--- src/rtl/sdf_pkg.sv ---
package sdf_pkg;

    // Register map
    localparam logic [31:0] SDF_CTL_ADDR = 32'hffff_0514;
    localparam logic [31:0] SDF_STAT_ADDR = 32'hffff_0510;
    localparam logic [15:0] SDF_CTL_RESET = 16'h0007;

    // Control field layout
    localparam int SDF_CHOP_BIT = 15;
    localparam int SDF_RAVG_BIT = 14;
    localparam int SDF_AF_LSB = 8;
    localparam int SDF_AF_W = 6;
    localparam int SDF_NOTCH_BIT = 7;
    localparam int SDF_SF_LSB = 0;
    localparam int SDF_SF_W = 7;

    // Status field layout
    localparam int SDF_ST_PRI_SETTLED = 0;
    localparam int SDF_ST_AUX_SETTLED = 1;
    localparam int SDF_ST_LOW_POWER = 2;
    localparam int SDF_ST_COMBO_BAD = 3;
    localparam int SDF_ST_CHOP_PHASE = 4;

    // Clocks
    localparam int SDF_MCLK_HZ = 25_000_000;
    localparam int SDF_MOD_HZ_NORMAL = 512_000;
    localparam int SDF_MOD_HZ_LOW = 131_072;
    localparam int SDF_ACC_W = 25;

    // Rate arithmetic
    localparam int SDF_SINC_SHIFT = 6;
    localparam int SDF_BASE_W = 14;
    localparam int SDF_MULT_W = 7;
    localparam int SDF_PERIOD_W = 21;
    localparam logic [6:0] SDF_SF_FORCE_60 = 7'h7e;
    localparam logic [6:0] SDF_SF_FORCE_50 = 7'h7f;
    localparam logic [6:0] SDF_SF_MAX_STD = 7'h7d;
    localparam int SDF_HZ_60 = 60;
    localparam int SDF_HZ_50 = 50;
    localparam logic [6:0] SDF_CHOP_DIV = 7'h03;
    localparam logic [6:0] SDF_AF_OFFSET = 7'h03;
    localparam logic [6:0] SDF_SF_LIM_MID = 7'h20;
    localparam logic [6:0] SDF_SF_LIM_HIGH = 7'h40;
    localparam logic [5:0] SDF_AF_LIM_MID = 6'h07;

    // Settling in output periods
    localparam logic [2:0] SDF_SETTLE_CHOP = 3'h2;
    localparam logic [2:0] SDF_SETTLE_PLAIN = 3'h3;
    localparam logic [2:0] SDF_SETTLE_RAVG = 3'h4;
    localparam logic [2:0] SDF_SETTLE_AF = 3'h1;
    localparam logic [2:0] SDF_SETTLE_AF_RAVG = 3'h2;

    // First-result delay per converter
    localparam int SDF_MCLK_PERIOD_NS = 40;
    localparam int SDF_START_NS = 60_000;
    localparam int SDF_START_CYC =
        (SDF_START_NS + SDF_MCLK_PERIOD_NS - 1) / SDF_MCLK_PERIOD_NS;
    localparam int SDF_START_W = 13;

    typedef enum logic [1:0] {
        SDF_ST_WAIT = 2'b00,
        SDF_ST_SETTLE = 2'b01,
        SDF_ST_RUN = 2'b10
    } sdf_chan_state_t;

endpackage

--- src/rtl/sdf_link_if.sv ---
`timescale 1ns/100ps
`default_nettype none

interface sdf_link_if;
    import sdf_pkg::*;
    logic low_power;
    logic [SDF_PERIOD_W-1:0] period_len;
    logic restart;
    logic [2:0] settle_need;
    logic mod_tick;
    logic out_tick;

    modport ctl (
        output low_power, period_len, restart, settle_need,
        input mod_tick, out_tick
    );
    modport gen (
        input low_power, period_len, restart,
        output mod_tick, out_tick
    );
    modport chan (
        input restart, settle_need, out_tick
    );
endinterface

`default_nettype wire

--- src/rtl/sdf_filter_ctl.sv ---
// Summary of operation
// - A write that changes the control register resets both converters.
// - Control register is 16-bit read/write, reset value 0x0007.
// - Bit 15 applies system chopping to all active converters.
// - Chop with zero averaging factor divides rate by 3, else no change.
// - With chopping, a result settles after two output periods.
// - Bit 14 enables running average of two; chopping forces it on.
// - Running average alone keeps rate, adds one settling period.
// - Bits 13:8 hold the 6-bit post-filter averaging factor.
// - Bit 7 adds a second notch at 1.333 times the first.
// - Bits 6:0 set decimation; rate is 512000/((factor+1)*64) Hz.
// - Decimation 126 forces 60 Hz, decimation 127 forces 50 Hz.
// - Low-power mode clocks the filter at 131072 Hz instead.
// - Nonzero averaging factor divides the rate further by 3+factor.
// - Settling without chop: 3, 4 with average, 1 with factor, 2 both.
// - First result waits an extra 60 us per converter.
//
// The plain strobed port was decided locally.
`timescale 1ns/100ps
`default_nettype none

module sdf_filter_ctl
    import sdf_pkg::*;
(
    input wire logic mclk_in,
    input wire logic reset_n_in,
    input wire logic [31:0] addr_in,
    input wire logic [15:0] wr_data_in,
    input wire logic wr_en_in,
    input wire logic rd_en_in,
    output logic [15:0] rd_data_out,
    input wire logic low_power_in,
    output logic pri_conv_reset_out,
    output logic aux_conv_reset_out,
    output logic chop_on_out,
    output logic chop_phase_out,
    output logic running_avg_two_on_out,
    output logic [5:0] post_avg_factor_out,
    output logic second_notch_on_out,
    output logic [6:0] decim_factor_out,
    output logic mod_tick_out,
    output logic pri_result_valid_out,
    output logic aux_result_valid_out
);

    ////////////////////////////////////////////////////////////////////////
    // Declarations

    sdf_link_if link ();

    logic [15:0] filter_ctl_reg_q, filter_ctl_reg_d;
    logic [15:0] rd_data_q, rd_data_d;
    logic restart_q, restart_d;
    logic lp_q, lp_d;
    logic phase_q, phase_d;
    logic combo_bad_q, combo_bad_d;
    logic [SDF_PERIOD_W-1:0] period_q, period_d;
    logic [2:0] need_q, need_d;
    logic ravg_out_q, ravg_out_d;

    logic system_chop_on;
    logic running_avg_two_on;
    logic [5:0] post_avg_factor;
    logic second_notch_on;
    logic [6:0] decim_factor;
    logic af_nonzero;
    logic ctl_hit;
    logic stat_hit;
    logic ctl_change;
    logic [SDF_BASE_W-1:0] base_len;
    logic [SDF_MULT_W-1:0] mult;
    logic [15:0] status;
    logic pri_settled;
    logic aux_settled;
    logic pri_valid;
    logic aux_valid;

    ////////////////////////////////////////////////////////////////////////
    // Field decode

    assign system_chop_on = filter_ctl_reg_q[SDF_CHOP_BIT];
    assign running_avg_two_on = filter_ctl_reg_q[SDF_RAVG_BIT];
    assign post_avg_factor =
        filter_ctl_reg_q[SDF_AF_LSB +: SDF_AF_W];
    assign second_notch_on = filter_ctl_reg_q[SDF_NOTCH_BIT];
    assign decim_factor = filter_ctl_reg_q[SDF_SF_LSB +: SDF_SF_W];
    assign af_nonzero = (post_avg_factor != '0);

    assign ctl_hit = (addr_in == SDF_CTL_ADDR);
    assign stat_hit = (addr_in == SDF_STAT_ADDR);
    assign ctl_change = wr_en_in && ctl_hit &&
        (wr_data_in != filter_ctl_reg_q);

    ////////////////////////////////////////////////////////////////////////
    // Control register

    always_comb begin
        filter_ctl_reg_d = filter_ctl_reg_q;
        if (wr_en_in && ctl_hit) begin
            filter_ctl_reg_d = wr_data_in;
        end
    end

    always_ff @(posedge mclk_in or negedge reset_n_in) begin
        if (!reset_n_in) begin
            filter_ctl_reg_q <= SDF_CTL_RESET;
        end else begin
            filter_ctl_reg_q <= filter_ctl_reg_d;
        end
    end

    ////////////////////////////////////////////////////////////////////////
    // Clock source sample

    always_comb begin
        lp_d = low_power_in;
    end

    always_ff @(posedge mclk_in or negedge reset_n_in) begin
        if (!reset_n_in) begin
            lp_q <= 1'b0;
        end else begin
            lp_q <= lp_d;
        end
    end

    ////////////////////////////////////////////////////////////////////////
    // Converter restart

    always_comb begin
        // A write that changes the value, or a clock source change, restarts both channels
        restart_d = ctl_change || (lp_q != low_power_in);
    end

    always_ff @(posedge mclk_in or negedge reset_n_in) begin
        if (!reset_n_in) begin
            restart_q <= 1'b0;
        end else begin
            restart_q <= restart_d;
        end
    end

    ////////////////////////////////////////////////////////////////////////
    // Output period in modulator ticks

    always_comb begin
        // Sinc stage length
        if (decim_factor == SDF_SF_FORCE_60) begin
            base_len = lp_q ?
                SDF_BASE_W'(SDF_MOD_HZ_LOW / SDF_HZ_60) :
                SDF_BASE_W'(SDF_MOD_HZ_NORMAL / SDF_HZ_60);
        end else if (decim_factor == SDF_SF_FORCE_50) begin
            base_len = lp_q ?
                SDF_BASE_W'(SDF_MOD_HZ_LOW / SDF_HZ_50) :
                SDF_BASE_W'(SDF_MOD_HZ_NORMAL / SDF_HZ_50);
        end else begin
            base_len = (SDF_BASE_W'(decim_factor) + SDF_BASE_W'(1))
                << SDF_SINC_SHIFT;
        end
        // Post-filter and chop multiplier
        if (af_nonzero) begin
            mult = SDF_MULT_W'(post_avg_factor) + SDF_AF_OFFSET;
        end else if (system_chop_on) begin
            mult = SDF_CHOP_DIV;
        end else begin
            mult = SDF_MULT_W'(1);
        end
        period_d = SDF_PERIOD_W'(base_len) * SDF_PERIOD_W'(mult);
    end

    always_ff @(posedge mclk_in or negedge reset_n_in) begin
        if (!reset_n_in) begin
            period_q <= '0;
        end else begin
            period_q <= period_d;
        end
    end

    ////////////////////////////////////////////////////////////////////////
    // Settling length

    always_comb begin
        if (system_chop_on) begin
            need_d = SDF_SETTLE_CHOP;
        end else begin
            unique case ({af_nonzero, running_avg_two_on})
                2'b00: need_d = SDF_SETTLE_PLAIN;
                2'b01: need_d = SDF_SETTLE_RAVG;
                2'b10: need_d = SDF_SETTLE_AF;
                2'b11: need_d = SDF_SETTLE_AF_RAVG;
            endcase
        end
    end

    always_ff @(posedge mclk_in or negedge reset_n_in) begin
        if (!reset_n_in) begin
            need_q <= SDF_SETTLE_PLAIN;
        end else begin
            need_q <= need_d;
        end
    end

    ////////////////////////////////////////////////////////////////////////
    // Combination check

    always_comb begin
        // Flags combinations the data path cannot carry
        combo_bad_d =
            ((decim_factor >= SDF_SF_LIM_MID) &&
             (decim_factor < SDF_SF_LIM_HIGH) &&
             (post_avg_factor > SDF_AF_LIM_MID)) ||
            ((decim_factor >= SDF_SF_LIM_HIGH) && af_nonzero);
    end

    always_ff @(posedge mclk_in or negedge reset_n_in) begin
        if (!reset_n_in) begin
            combo_bad_q <= 1'b0;
        end else begin
            combo_bad_q <= combo_bad_d;
        end
    end

    ////////////////////////////////////////////////////////////////////////
    // Chop phase

    always_comb begin
        phase_d = phase_q;
        if (restart_q || !system_chop_on) begin
            phase_d = 1'b0;
        end else if (link.out_tick) begin
            phase_d = ~phase_q;
        end
    end

    always_ff @(posedge mclk_in or negedge reset_n_in) begin
        if (!reset_n_in) begin
            phase_q <= 1'b0;
        end else begin
            phase_q <= phase_d;
        end
    end

    ////////////////////////////////////////////////////////////////////////
    // Rate generator and channel settling

    assign link.low_power = lp_q;
    assign link.period_len = period_q;
    assign link.restart = restart_q;
    assign link.settle_need = need_q;

    sdf_tick_gen u_tick (
        .mclk_in(mclk_in),
        .reset_n_in(reset_n_in),
        .link(link.gen)
    );

    sdf_settle #(
        .START_CYC(SDF_START_W'(SDF_START_CYC))
    ) u_pri (
        .mclk_in(mclk_in),
        .reset_n_in(reset_n_in),
        .link(link.chan),
        .valid_out(pri_valid),
        .settled_out(pri_settled)
    );

    sdf_settle #(
        .START_CYC(SDF_START_W'(2 * SDF_START_CYC))
    ) u_aux (
        .mclk_in(mclk_in),
        .reset_n_in(reset_n_in),
        .link(link.chan),
        .valid_out(aux_valid),
        .settled_out(aux_settled)
    );

    ////////////////////////////////////////////////////////////////////////
    // Status word

    always_comb begin
        status = '0;
        status[SDF_ST_PRI_SETTLED] = pri_settled;
        status[SDF_ST_AUX_SETTLED] = aux_settled;
        status[SDF_ST_LOW_POWER] = lp_q;
        status[SDF_ST_COMBO_BAD] = combo_bad_q;
        status[SDF_ST_CHOP_PHASE] = phase_q;
    end

    ////////////////////////////////////////////////////////////////////////
    // Read port

    always_comb begin
        rd_data_d = '0;
        if (rd_en_in && ctl_hit) begin
            rd_data_d = filter_ctl_reg_q;
        end else if (rd_en_in && stat_hit) begin
            rd_data_d = status;
        end
    end

    always_ff @(posedge mclk_in or negedge reset_n_in) begin
        if (!reset_n_in) begin
            rd_data_q <= '0;
        end else begin
            rd_data_q <= rd_data_d;
        end
    end

    ////////////////////////////////////////////////////////////////////////
    // Registered running average enable

    always_comb begin
        ravg_out_d = filter_ctl_reg_d[SDF_RAVG_BIT] |
            filter_ctl_reg_d[SDF_CHOP_BIT];
    end

    always_ff @(posedge mclk_in or negedge reset_n_in) begin
        if (!reset_n_in) begin
            ravg_out_q <= SDF_CTL_RESET[SDF_RAVG_BIT] |
                SDF_CTL_RESET[SDF_CHOP_BIT];
        end else begin
            ravg_out_q <= ravg_out_d;
        end
    end

    ////////////////////////////////////////////////////////////////////////
    // Outputs

    assign rd_data_out = rd_data_q;
    assign pri_conv_reset_out = restart_q;
    assign aux_conv_reset_out = restart_q;
    assign chop_on_out = system_chop_on;
    assign chop_phase_out = phase_q;
    assign running_avg_two_on_out = ravg_out_q;
    assign post_avg_factor_out = post_avg_factor;
    assign second_notch_on_out = second_notch_on;
    assign decim_factor_out = decim_factor;
    assign mod_tick_out = link.mod_tick;
    assign pri_result_valid_out = pri_valid;
    assign aux_result_valid_out = aux_valid;

endmodule

`default_nettype wire

--- src/rtl/sdf_settle.sv ---
`timescale 1ns/100ps
`default_nettype none

module sdf_settle
    import sdf_pkg::*;
#(
    parameter logic [SDF_START_W-1:0] START_CYC = SDF_START_W'(SDF_START_CYC)
) (
    input wire logic mclk_in,
    input wire logic reset_n_in,
    sdf_link_if.chan link,
    output logic valid_out,
    output logic settled_out
);
    sdf_chan_state_t st_q, st_d;
    logic [SDF_START_W-1:0] wait_q, wait_d;
    logic [2:0] per_q, per_d;
    logic valid_q, valid_d;

    always_comb begin
        st_d = st_q;
        wait_d = wait_q;
        per_d = per_q;
        valid_d = 1'b0;
        unique case (st_q)
            SDF_ST_WAIT: begin
                // First-result delay
                if (wait_q >= START_CYC - SDF_START_W'(1)) begin
                    st_d = SDF_ST_SETTLE;
                    per_d = '0;
                end else begin
                    wait_d = wait_q + SDF_START_W'(1);
                end
            end
            SDF_ST_SETTLE: begin
                if (link.out_tick) begin
                    per_d = per_q + 3'h1;
                    if (per_q + 3'h1 >= link.settle_need) begin
                        st_d = SDF_ST_RUN;
                        valid_d = 1'b1;
                    end
                end
            end
            SDF_ST_RUN: begin
                valid_d = link.out_tick;
            end
            default: begin
                st_d = SDF_ST_WAIT;
            end
        endcase
        if (link.restart) begin
            st_d = SDF_ST_WAIT;
            wait_d = '0;
            per_d = '0;
            valid_d = 1'b0;
        end
    end

    always_ff @(posedge mclk_in or negedge reset_n_in) begin
        if (!reset_n_in) begin
            st_q <= SDF_ST_WAIT;
            wait_q <= '0;
            per_q <= '0;
            valid_q <= 1'b0;
        end else begin
            st_q <= st_d;
            wait_q <= wait_d;
            per_q <= per_d;
            valid_q <= valid_d;
        end
    end

    assign valid_out = valid_q;
    assign settled_out = (st_q == SDF_ST_RUN);
endmodule

`default_nettype wire

--- src/rtl/sdf_tick_gen.sv ---
`timescale 1ns/100ps
`default_nettype none

module sdf_tick_gen
    import sdf_pkg::*;
(
    input wire logic mclk_in,
    input wire logic reset_n_in,
    sdf_link_if.gen link
);
    logic [SDF_ACC_W-1:0] acc_q, acc_d;
    logic [SDF_PERIOD_W-1:0] cnt_q, cnt_d;
    logic mod_q, mod_d;
    logic out_q, out_d;
    logic [SDF_ACC_W:0] sum;

    // Fractional divider for the modulator clock
    always_comb begin
        sum = {1'b0, acc_q} + (link.low_power ?
            (SDF_ACC_W+1)'(SDF_MOD_HZ_LOW) :
            (SDF_ACC_W+1)'(SDF_MOD_HZ_NORMAL));
        mod_d = 1'b0;
        acc_d = sum[SDF_ACC_W-1:0];
        if (sum >= (SDF_ACC_W+1)'(SDF_MCLK_HZ)) begin
            mod_d = 1'b1;
            acc_d = SDF_ACC_W'(sum - (SDF_ACC_W+1)'(SDF_MCLK_HZ));
        end
        out_d = 1'b0;
        cnt_d = cnt_q;
        if (link.restart) begin
            cnt_d = '0;
        end else if (mod_q) begin
            if (cnt_q >= link.period_len - SDF_PERIOD_W'(1)) begin
                cnt_d = '0;
                out_d = 1'b1;
            end else begin
                cnt_d = cnt_q + SDF_PERIOD_W'(1);
            end
        end
    end

    always_ff @(posedge mclk_in or negedge reset_n_in) begin
        if (!reset_n_in) begin
            acc_q <= '0;
            cnt_q <= '0;
            mod_q <= 1'b0;
            out_q <= 1'b0;
        end else begin
            acc_q <= acc_d;
            cnt_q <= cnt_d;
            mod_q <= mod_d;
            out_q <= out_d;
        end
    end

    assign link.mod_tick = mod_q;
    assign link.out_tick = out_q;
endmodule

`default_nettype wire

--- config.mk ---
export PLATFORM = sky130hd
export DESIGN_NAME = sdf_filter_ctl
export DESIGN_NICKNAME = d
export VERILOG_FILES = /design/src/rtl/sdf_pkg.sv /design/src/rtl/sdf_link_if.sv /design/src/rtl/sdf_filter_ctl.sv /design/src/rtl/sdf_settle.sv /design/src/rtl/sdf_tick_gen.sv
export SDC_FILE = /design/constraint.sdc
export NUM_CORES = 1
export LEC_CHECK = 0
export BUFFER_PORTS_ARGS = -buffer_cell sky130_fd_sc_hd__buf_2
export CORE_MARGIN = 4
export CORE_UTILIZATION = 65
export DETAILED_ROUTE_END_ITERATION = 6
export PLACE_DENSITY = 0.85
export SLEW_MARGIN = 20
export SYNTH_ARGS = -nofsm -noshare
export SYNTH_HDL_FRONTEND = slang
export SYNTH_SLANG_ARGS = --single-unit
--- constraint.sdc ---
create_clock -name mclk_in -period 16.6 [get_ports mclk_in]
set_input_delay 4.98 -clock mclk_in [delete_from_list [all_inputs] [get_ports mclk_in]]
set_output_delay 4.98 -clock mclk_in [all_outputs]
set_load 0.02 [all_outputs]
==> results.py, run 1 <==
metrics = {
    "floorplan": {
        "placement_rows": 48,
        "io_pins": 91,
        "start_util": 0.662,
        "die_h_um": 141,
        "die_x_um": 141,
        "die_area_mm2": 0.0198,
        "core_mm2": 0.0173,
    },
    "cells_and_area": {
        "fill_cells": 1248,
        "diodes": 0,
        "drive_gt1_frac": 0.132,
        "seqCellArea_mm2": 0.00354,
        "multi_input_area_mm2": 0.00721,
        "final_core_util": 0.721,
        "synthToLayoutAreaGrowth_pct": 8.96,
        "final_nets": 1493,
        "fin_cells": 1531,
        "stdcell_area_mm2": 0.0125,
    },
    "detailed_routing": {
        "post_drt_wl_per_cell_um": 16.7,
        "dr.pass1.iters": 5,
        "drc": 0,
        "drt_iter0_drc": 770,
        "dr_total_vias": 9287,
        "post_drt_via_cell_ratio": 6.07,
        "ant_nets": 0,
        "finalWirelength_mm": 25.5,
    },
    "logic_synthesis": {
        "syn_avg_cell_area_um2": 9.24,
        "synth_xor_area_frac": 0.0773,
        "muxShareOfSynthArea": 0.0309,
        "synth_ff_type": "dfrtp_1",
        "synth-warning-count": 0,
        "synth_async_sr_flop_share": 1.00,
        "yosys.area_share.adder": 0.196,
        "synth-simple-area-share": 0.193,
        "synth_nets": 1439,
        "ys_seq_area_frac": 0.309,
        "post_synth_instance_area_mm2": 0.0114,
        "synth_top_area_frac": 0.297,
        "yosysUniqueCellTypes": 75,
        "synth_area_leaders": "dfrtp_1 (30%), ha_1 (10%), fa_1 (9.3%), xnor2_1 (5.3%), nor2_1 (4.5%)",
        "netlist_instances": 1239,
        "synth_edf_count": 0,
        "synth_top_cell_by_area": "dfrtp_1",
        "synth-compound-area-share": 0.132,
        "ys_ff_latch": 141,
        "synth_top_family_by_area": "adder cells",
    },
    "power": {
        "vdd_drop_max_mv": 0.0802,
        "finalPower_uw": 1060,
        "p_per_area_mw_per_mm2": 85.3,
        "leakage_uw": 0.00614,
    },
    "placement": {
        "place_area_mm2": 0.0119,
        "port_buffers": 90,
        "place.gp.congestion": 0.867,
        "place_inst": 1499,
        "place_hpwl_mm": 18.2,
    },
    "sta": {
        "drv_slew": 0,
        "slew_headroom": 0.354,
        "tns_ns": 0,
        "post-route-period-util": 0.417,
        "finalClockSkew_ns": 0.00926,
        "rsz0062_at_grt": "false",
        "max_clock_freq_mhz": 144,
        "hold_viol_final": 0,
        "tightest_slew_ns": 0.963,
        "period_minus_slack_ns": 6.93,
        "setup_viol": 0,
    },
    "status": {
        "outcome": "finished clean",
    },
    "run": {
        "maxCapViolCount": 0,
    },
    "worst_setup_path": {
        "required_ns": 16.91,
        "critPathLaunchType": "primary input",
        "critPathKind": "primary input to flop",
        "crit_fanout": 19,
        "endpoint_kind": "flop",
        "arrival_ns": 7.23,
    },
    "hold_path": {
        "hold_class": "flop to flop",
    },
    "clock_network": {
        "htreeDepth": 4,
        "post_cts_buffers": 0,
        "postCtsHoldBufs": 0,
        "cts-resized-gates": 0,
        "cts_sinks": 141,
        "clock_tree.buffer_depth": 2,
        "clock_latency_ns": 0.43,
        "cts_tree": "built",
        "numCtsBuffers": 17,
        "clk_pin_slew_ns": 0.06,
        "cts-root-buf": "clkbuf_16",
    },
    "global_route": {
        "grt_max_degree": 91,
        "grtUsageTotal": 0.268,
        "grt_pass1_vias": 9306,
        "grt_first_pass_wirelength_mm": 44.3,
        "grt_overflow_total": 0,
        "antenna_found_initial": 0,
    },
}
## final cells by class
class                           instances  area share
Multi-Input combinational cell        931       0.578
Sequential cell                       141       0.284
Tap cell                              225      0.0226
Clock inverter                         12     0.00923
Clock buffer                           20      0.0350
Timing Repair Buffer                   94      0.0390
Inverter                              108      0.0325
## path summary, 6_finish.rpt
path / end / start / slack [ns] / depth (start not counted)
min in group asynchronous: u_aux.wait_q[5] / reset_n_in / 4.61 / 1
hold / removal: u_pri.wait_q[11] / u_pri.wait_q[11] / 0.51 / 1
setup / recovery: filter_ctl_reg_q[4] / addr_in[5] / 9.67 / 6
hold reg to reg: u_pri.wait_q[11] / u_pri.wait_q[11] / 0.51 / 1
setup reg to reg: link.period_len[20] / filter_ctl_reg_q[2] / 9.93 / 19
max in group asynchronous: aux_conv_reset_out / reset_n_in / 10.78 / 2
## per-stage QoR
stage | hold WS (ns) | setup WS [ns]
floorplan | 0.452 | 9.87
global placement | 0.474 | 9.37
detailed placement | 0.479 | 9.27
CTS | 0.514 | 9.73
global route | 0.545 | 9.48
finish | 0.512 | 9.67
## cell usage in the layout (no fill, tap or decap), drive strengths merged, types with 7 or more instances in the layout
cell    Yosys  final
mux2i      14     14
fa         53     53
nand3      29     29
mux2       19     19
nand2      70     70
dfrtp     136    136
nor2b      17     17
nor4b       8      8
inv       108    111
o21a        7      7
a211oi     14     14
o21ai      36     36
a31oi      11     11
xor2       32     32
nor2      137    137
xnor2      69     69
ha         94     94
nor4       10     10
or3        11     11
o221ai     12     12
a21oi      49     49
a21o       29     29
clkbuf     35     20
and2       16     16
nor3       28     28
nand4      25     25
and3       18     18
nand2b     35     35
buf        24     94
## cell families after synthesis
group           count (synthesis)
compound gates                216
mux                            33
flops                         141
simple gates                  434
xor+xnor                      101
fa+ha+maj                     147
buf+inv                       167
## cell usage after synthesis, drive strengths merged, types with 6 or more instances
cell,instances
nor2,137
dfrtp,136
inv,108
ha,94
nand2,70
xnor2,69
fa,53
a21oi,49
o21ai,36
clkbuf,35
nand2b,35
xor2,32
a21o,29
nand3,29
nor3,28
nand4,25
buf,24
mux2,19
and3,18
nor2b,17
and2,16
a211oi,14
mux2i,14
o221ai,12
a31oi,11
or3,11
nor4,10
nor4b,8
o21a,7
o21bai,6
o311ai,6
or2,6
## worst max-delay path, stage by stage
cell,delay (ns)
buf_2,0.10
nor4b_1,0.35
nand4_1,0.17
nor4_1,0.41
nand3_1,0.69
mux2_2,0.53
## where the power goes
group	total, uW	switching [uW]	internal (uW)
clock network	363	155	208
registers	406	31.4	374
logic	295	176	119
## state kept, by name (all words and copies together), names as in the netlist
name / count
link.period_len: 21
u_tick.cnt_q: 21
u_tick.acc_q: 19
filter_ctl_reg_q: 16
rd_data_out: 16
u_aux.wait_q: 13
u_pri.wait_q: 13
link.settle_need: 3
u_aux.per_q: 3
u_pri.per_q: 3
u_aux.st_q: 2
u_pri.st_q: 2
aux_conv_reset_out: 1
chop_phase_out: 1
combo_bad_q: 1
link.low_power: 1
running_avg_two_on_out: 1
u_aux.valid_out: 1
u_pri.valid_out: 1
u_tick.link.mod_tick: 1
u_tick.link.out_tick: 1
## per-layer routing
layer | routed length, um | global-route usage | share of wire
met1 | 10800 | 0.362 | 0.42
met2 | 12900 | 0.451 | 0.50
met3 | 1250 | 0.0444 | 0.049
met4 | 561 | 0.0785 | 0.022
met5 | 0 | 0 | 0
Power figures use the tool's default switching activity.
==> run 2: changes to the inputs <==
Settings changed: CORE_UTILIZATION 65 to 62, PLACE_DENSITY 0.85 to 0.82.
Clock period 16.6 ns to 7.15 ns, I/O delays scaled along.
==> results.py, run 2 (synthesized netlist as in run 1, its figures left out) <==
metrics = {
    "floorplan": {
        "core_mm2": 0.0181,
        "die_x_um": 144,
        "start_util": 0.633,
        "die_h_um": 144,
        "placement_rows": 49,
        "die_area_mm2": 0.0207,
        "io_pins": 91,
    },
    "clock_network": {
        "numCtsBuffers": 17,
        "postCtsHoldBufs": 0,
        "cts_sinks": 141,
        "clock_latency_ns": 0.43,
        "htreeDepth": 4,
        "cts-root-buf": "clkbuf_16",
        "post_cts_buffers": 0,
        "cts-resized-gates": 0,
        "clock_tree.buffer_depth": 2,
        "clk_pin_slew_ns": 0.06,
        "cts_tree": "built",
    },
    "cells_and_area": {
        "drive_gt1_frac": 0.135,
        "synthToLayoutAreaGrowth_pct": 9.38,
        "final_core_util": 0.692,
        "final_cell_mix": "nor2_1 (137), dfrtp_1 (135), inv_1 (108), ha_1 (94), buf_2 (89)",
        "fill_cells": 1346,
        "final_nets": 1496,
        "mostFrequentLayoutCell": "nor2_1",
        "diodes": 0,
    },
    "detailed_routing": {
        "ant_nets": 0,
        "drt_iter0_drc": 717,
        "post_drt_via_cell_ratio": 5.98,
        "drc": 0,
        "dr.pass1.iters": 5,
        "post_drt_wl_per_cell_um": 16.4,
        "finalWirelength_mm": 25.1,
        "dr_total_vias": 9185,
    },
    "sta": {
        "finalClockSkew_ns": 0.0116,
        "period_minus_slack_ns": 6.27,
        "hold_viol_final": 0,
        "tightest_slew_ns": 0.920,
        "max_clock_freq_mhz": 160,
        "whs_ns": 0.503,
        "setup_viol": 0,
        "drv_slew": 0,
        "tns_ns": 0,
        "slew_headroom": 0.385,
        "post-route-period-util": 0.877,
        "rsz0062_at_grt": "false",
    },
    "placement": {
        "port_buffers": 90,
        "place.gp.congestion": 0.931,
        "place_hpwl_mm": 18.2,
    },
    "global_route": {
        "grtUsageTotal": 0.259,
        "grt_first_pass_wirelength_mm": 43.7,
        "grt_max_degree": 86,
        "antenna_found_initial": 0,
        "grt_pass1_vias": 9109,
        "grt_overflow_total": 0,
    },
    "worst_setup_path": {
        "crit_fanout": 9,
        "required_ns": 7.48,
        "endpoint_kind": "flop",
        "critPathLaunchType": "flop",
        "critPathKind": "flop to flop",
        "arrival_ns": 6.60,
    },
    "power": {
        "p_per_area_mw_per_mm2": 199,
        "leakage_uw": 0.00615,
        "vdd_drop_max_mv": 0.217,
    },
    "hold_path": {
        "hold_class": "flop to flop",
    },
    "run": {
        "maxCapViolCount": 0,
    },
    "status": {
        "outcome": "finished clean",
    },
}
==> run 2: changes by cell type in the layout (fill, tap and decap cells not counted) <==
cell,previous run,this run
inv_8,1,0
clkinvlp_4,2,4
clkinv_2,3,2
buf_4,4,7
bufinv_16,1,2
clkbuf_1,3,1
==> run 2: layout make-up <==
type	instances	area, um^2	area share
Tap cell	229	287	0.0229
Inverter	108	405	0.0324
Clock inverter	13	144	0.0115
Timing Repair Buffer	97	509	0.0407
Clock buffer	18	429	0.0343
Sequential cell	141	3540	0.283
Multi-Input combinational cell	931	7210	0.576
==> run 2: per-stage QoR <==
step	setup WS, ns	area (um^2)	total power [uW]	std cells
detailed placement	1.15	11900	1610	1506
CTS	0.980	12500	2500	1537
global route	0.399	12500	2640	1537
finish	0.882	12500	2490	1537
floorplan	1.30	11400	1480	1239
global placement	1.31	11900	1600	1506
==> run 2: final timing paths <==
kind	from	end	slack (ns)	cells after the start
min in group asynchronous	reset_n_in	u_aux.wait_q[6]	1.75	1
min	u_aux.wait_q[12]	u_aux.wait_q[12]	0.50	1
max reg2reg	filter_ctl_reg_q[0]	link.period_len[20]	0.88	19
max in group asynchronous	reset_n_in	link.period_len[19]	4.14	2
max	filter_ctl_reg_q[0]	link.period_len[20]	0.88	19
min reg2reg	u_aux.wait_q[12]	u_aux.wait_q[12]	0.50	1
==> run 2: layer usage <==
metal  routed length [um]  vias to the layer above  GRT usage  share of wire
li1                     -                     4397          -              -
met1                11200                     4499      0.360           0.45
met2                12400                      251      0.421           0.49
met3                 1170                       38     0.0459          0.046
met4                  379                        0     0.0728          0.015
met5                    0                        -          0              0
==> run 2: power by group <==
group          switching (uW)  internal, uW  total (uW)
Clock                     361           513         874
Combinational             403           275         678
Sequential               69.9           869         939
Total                     834          1660        2490
==> run 2: critical path, cell delays in order (launching register included) <==
cell	delay, ns
dfstp_2	0.62
ha_1	0.34
nor2_1	0.14
nor2_1	0.33
nor2_1	0.07
nor2_1	0.38
nor2_1	0.14
fa_1	0.58
fa_1	0.44
fa_1	0.55
inv_1	0.06
fa_1	0.54
inv_1	0.04
ha_1	0.34
a2111oi_0	0.50
o21ai_0	0.21
a21o_1	0.27
a41oi_1	0.36
nor2_1	0.09
a211oi_1	0.17
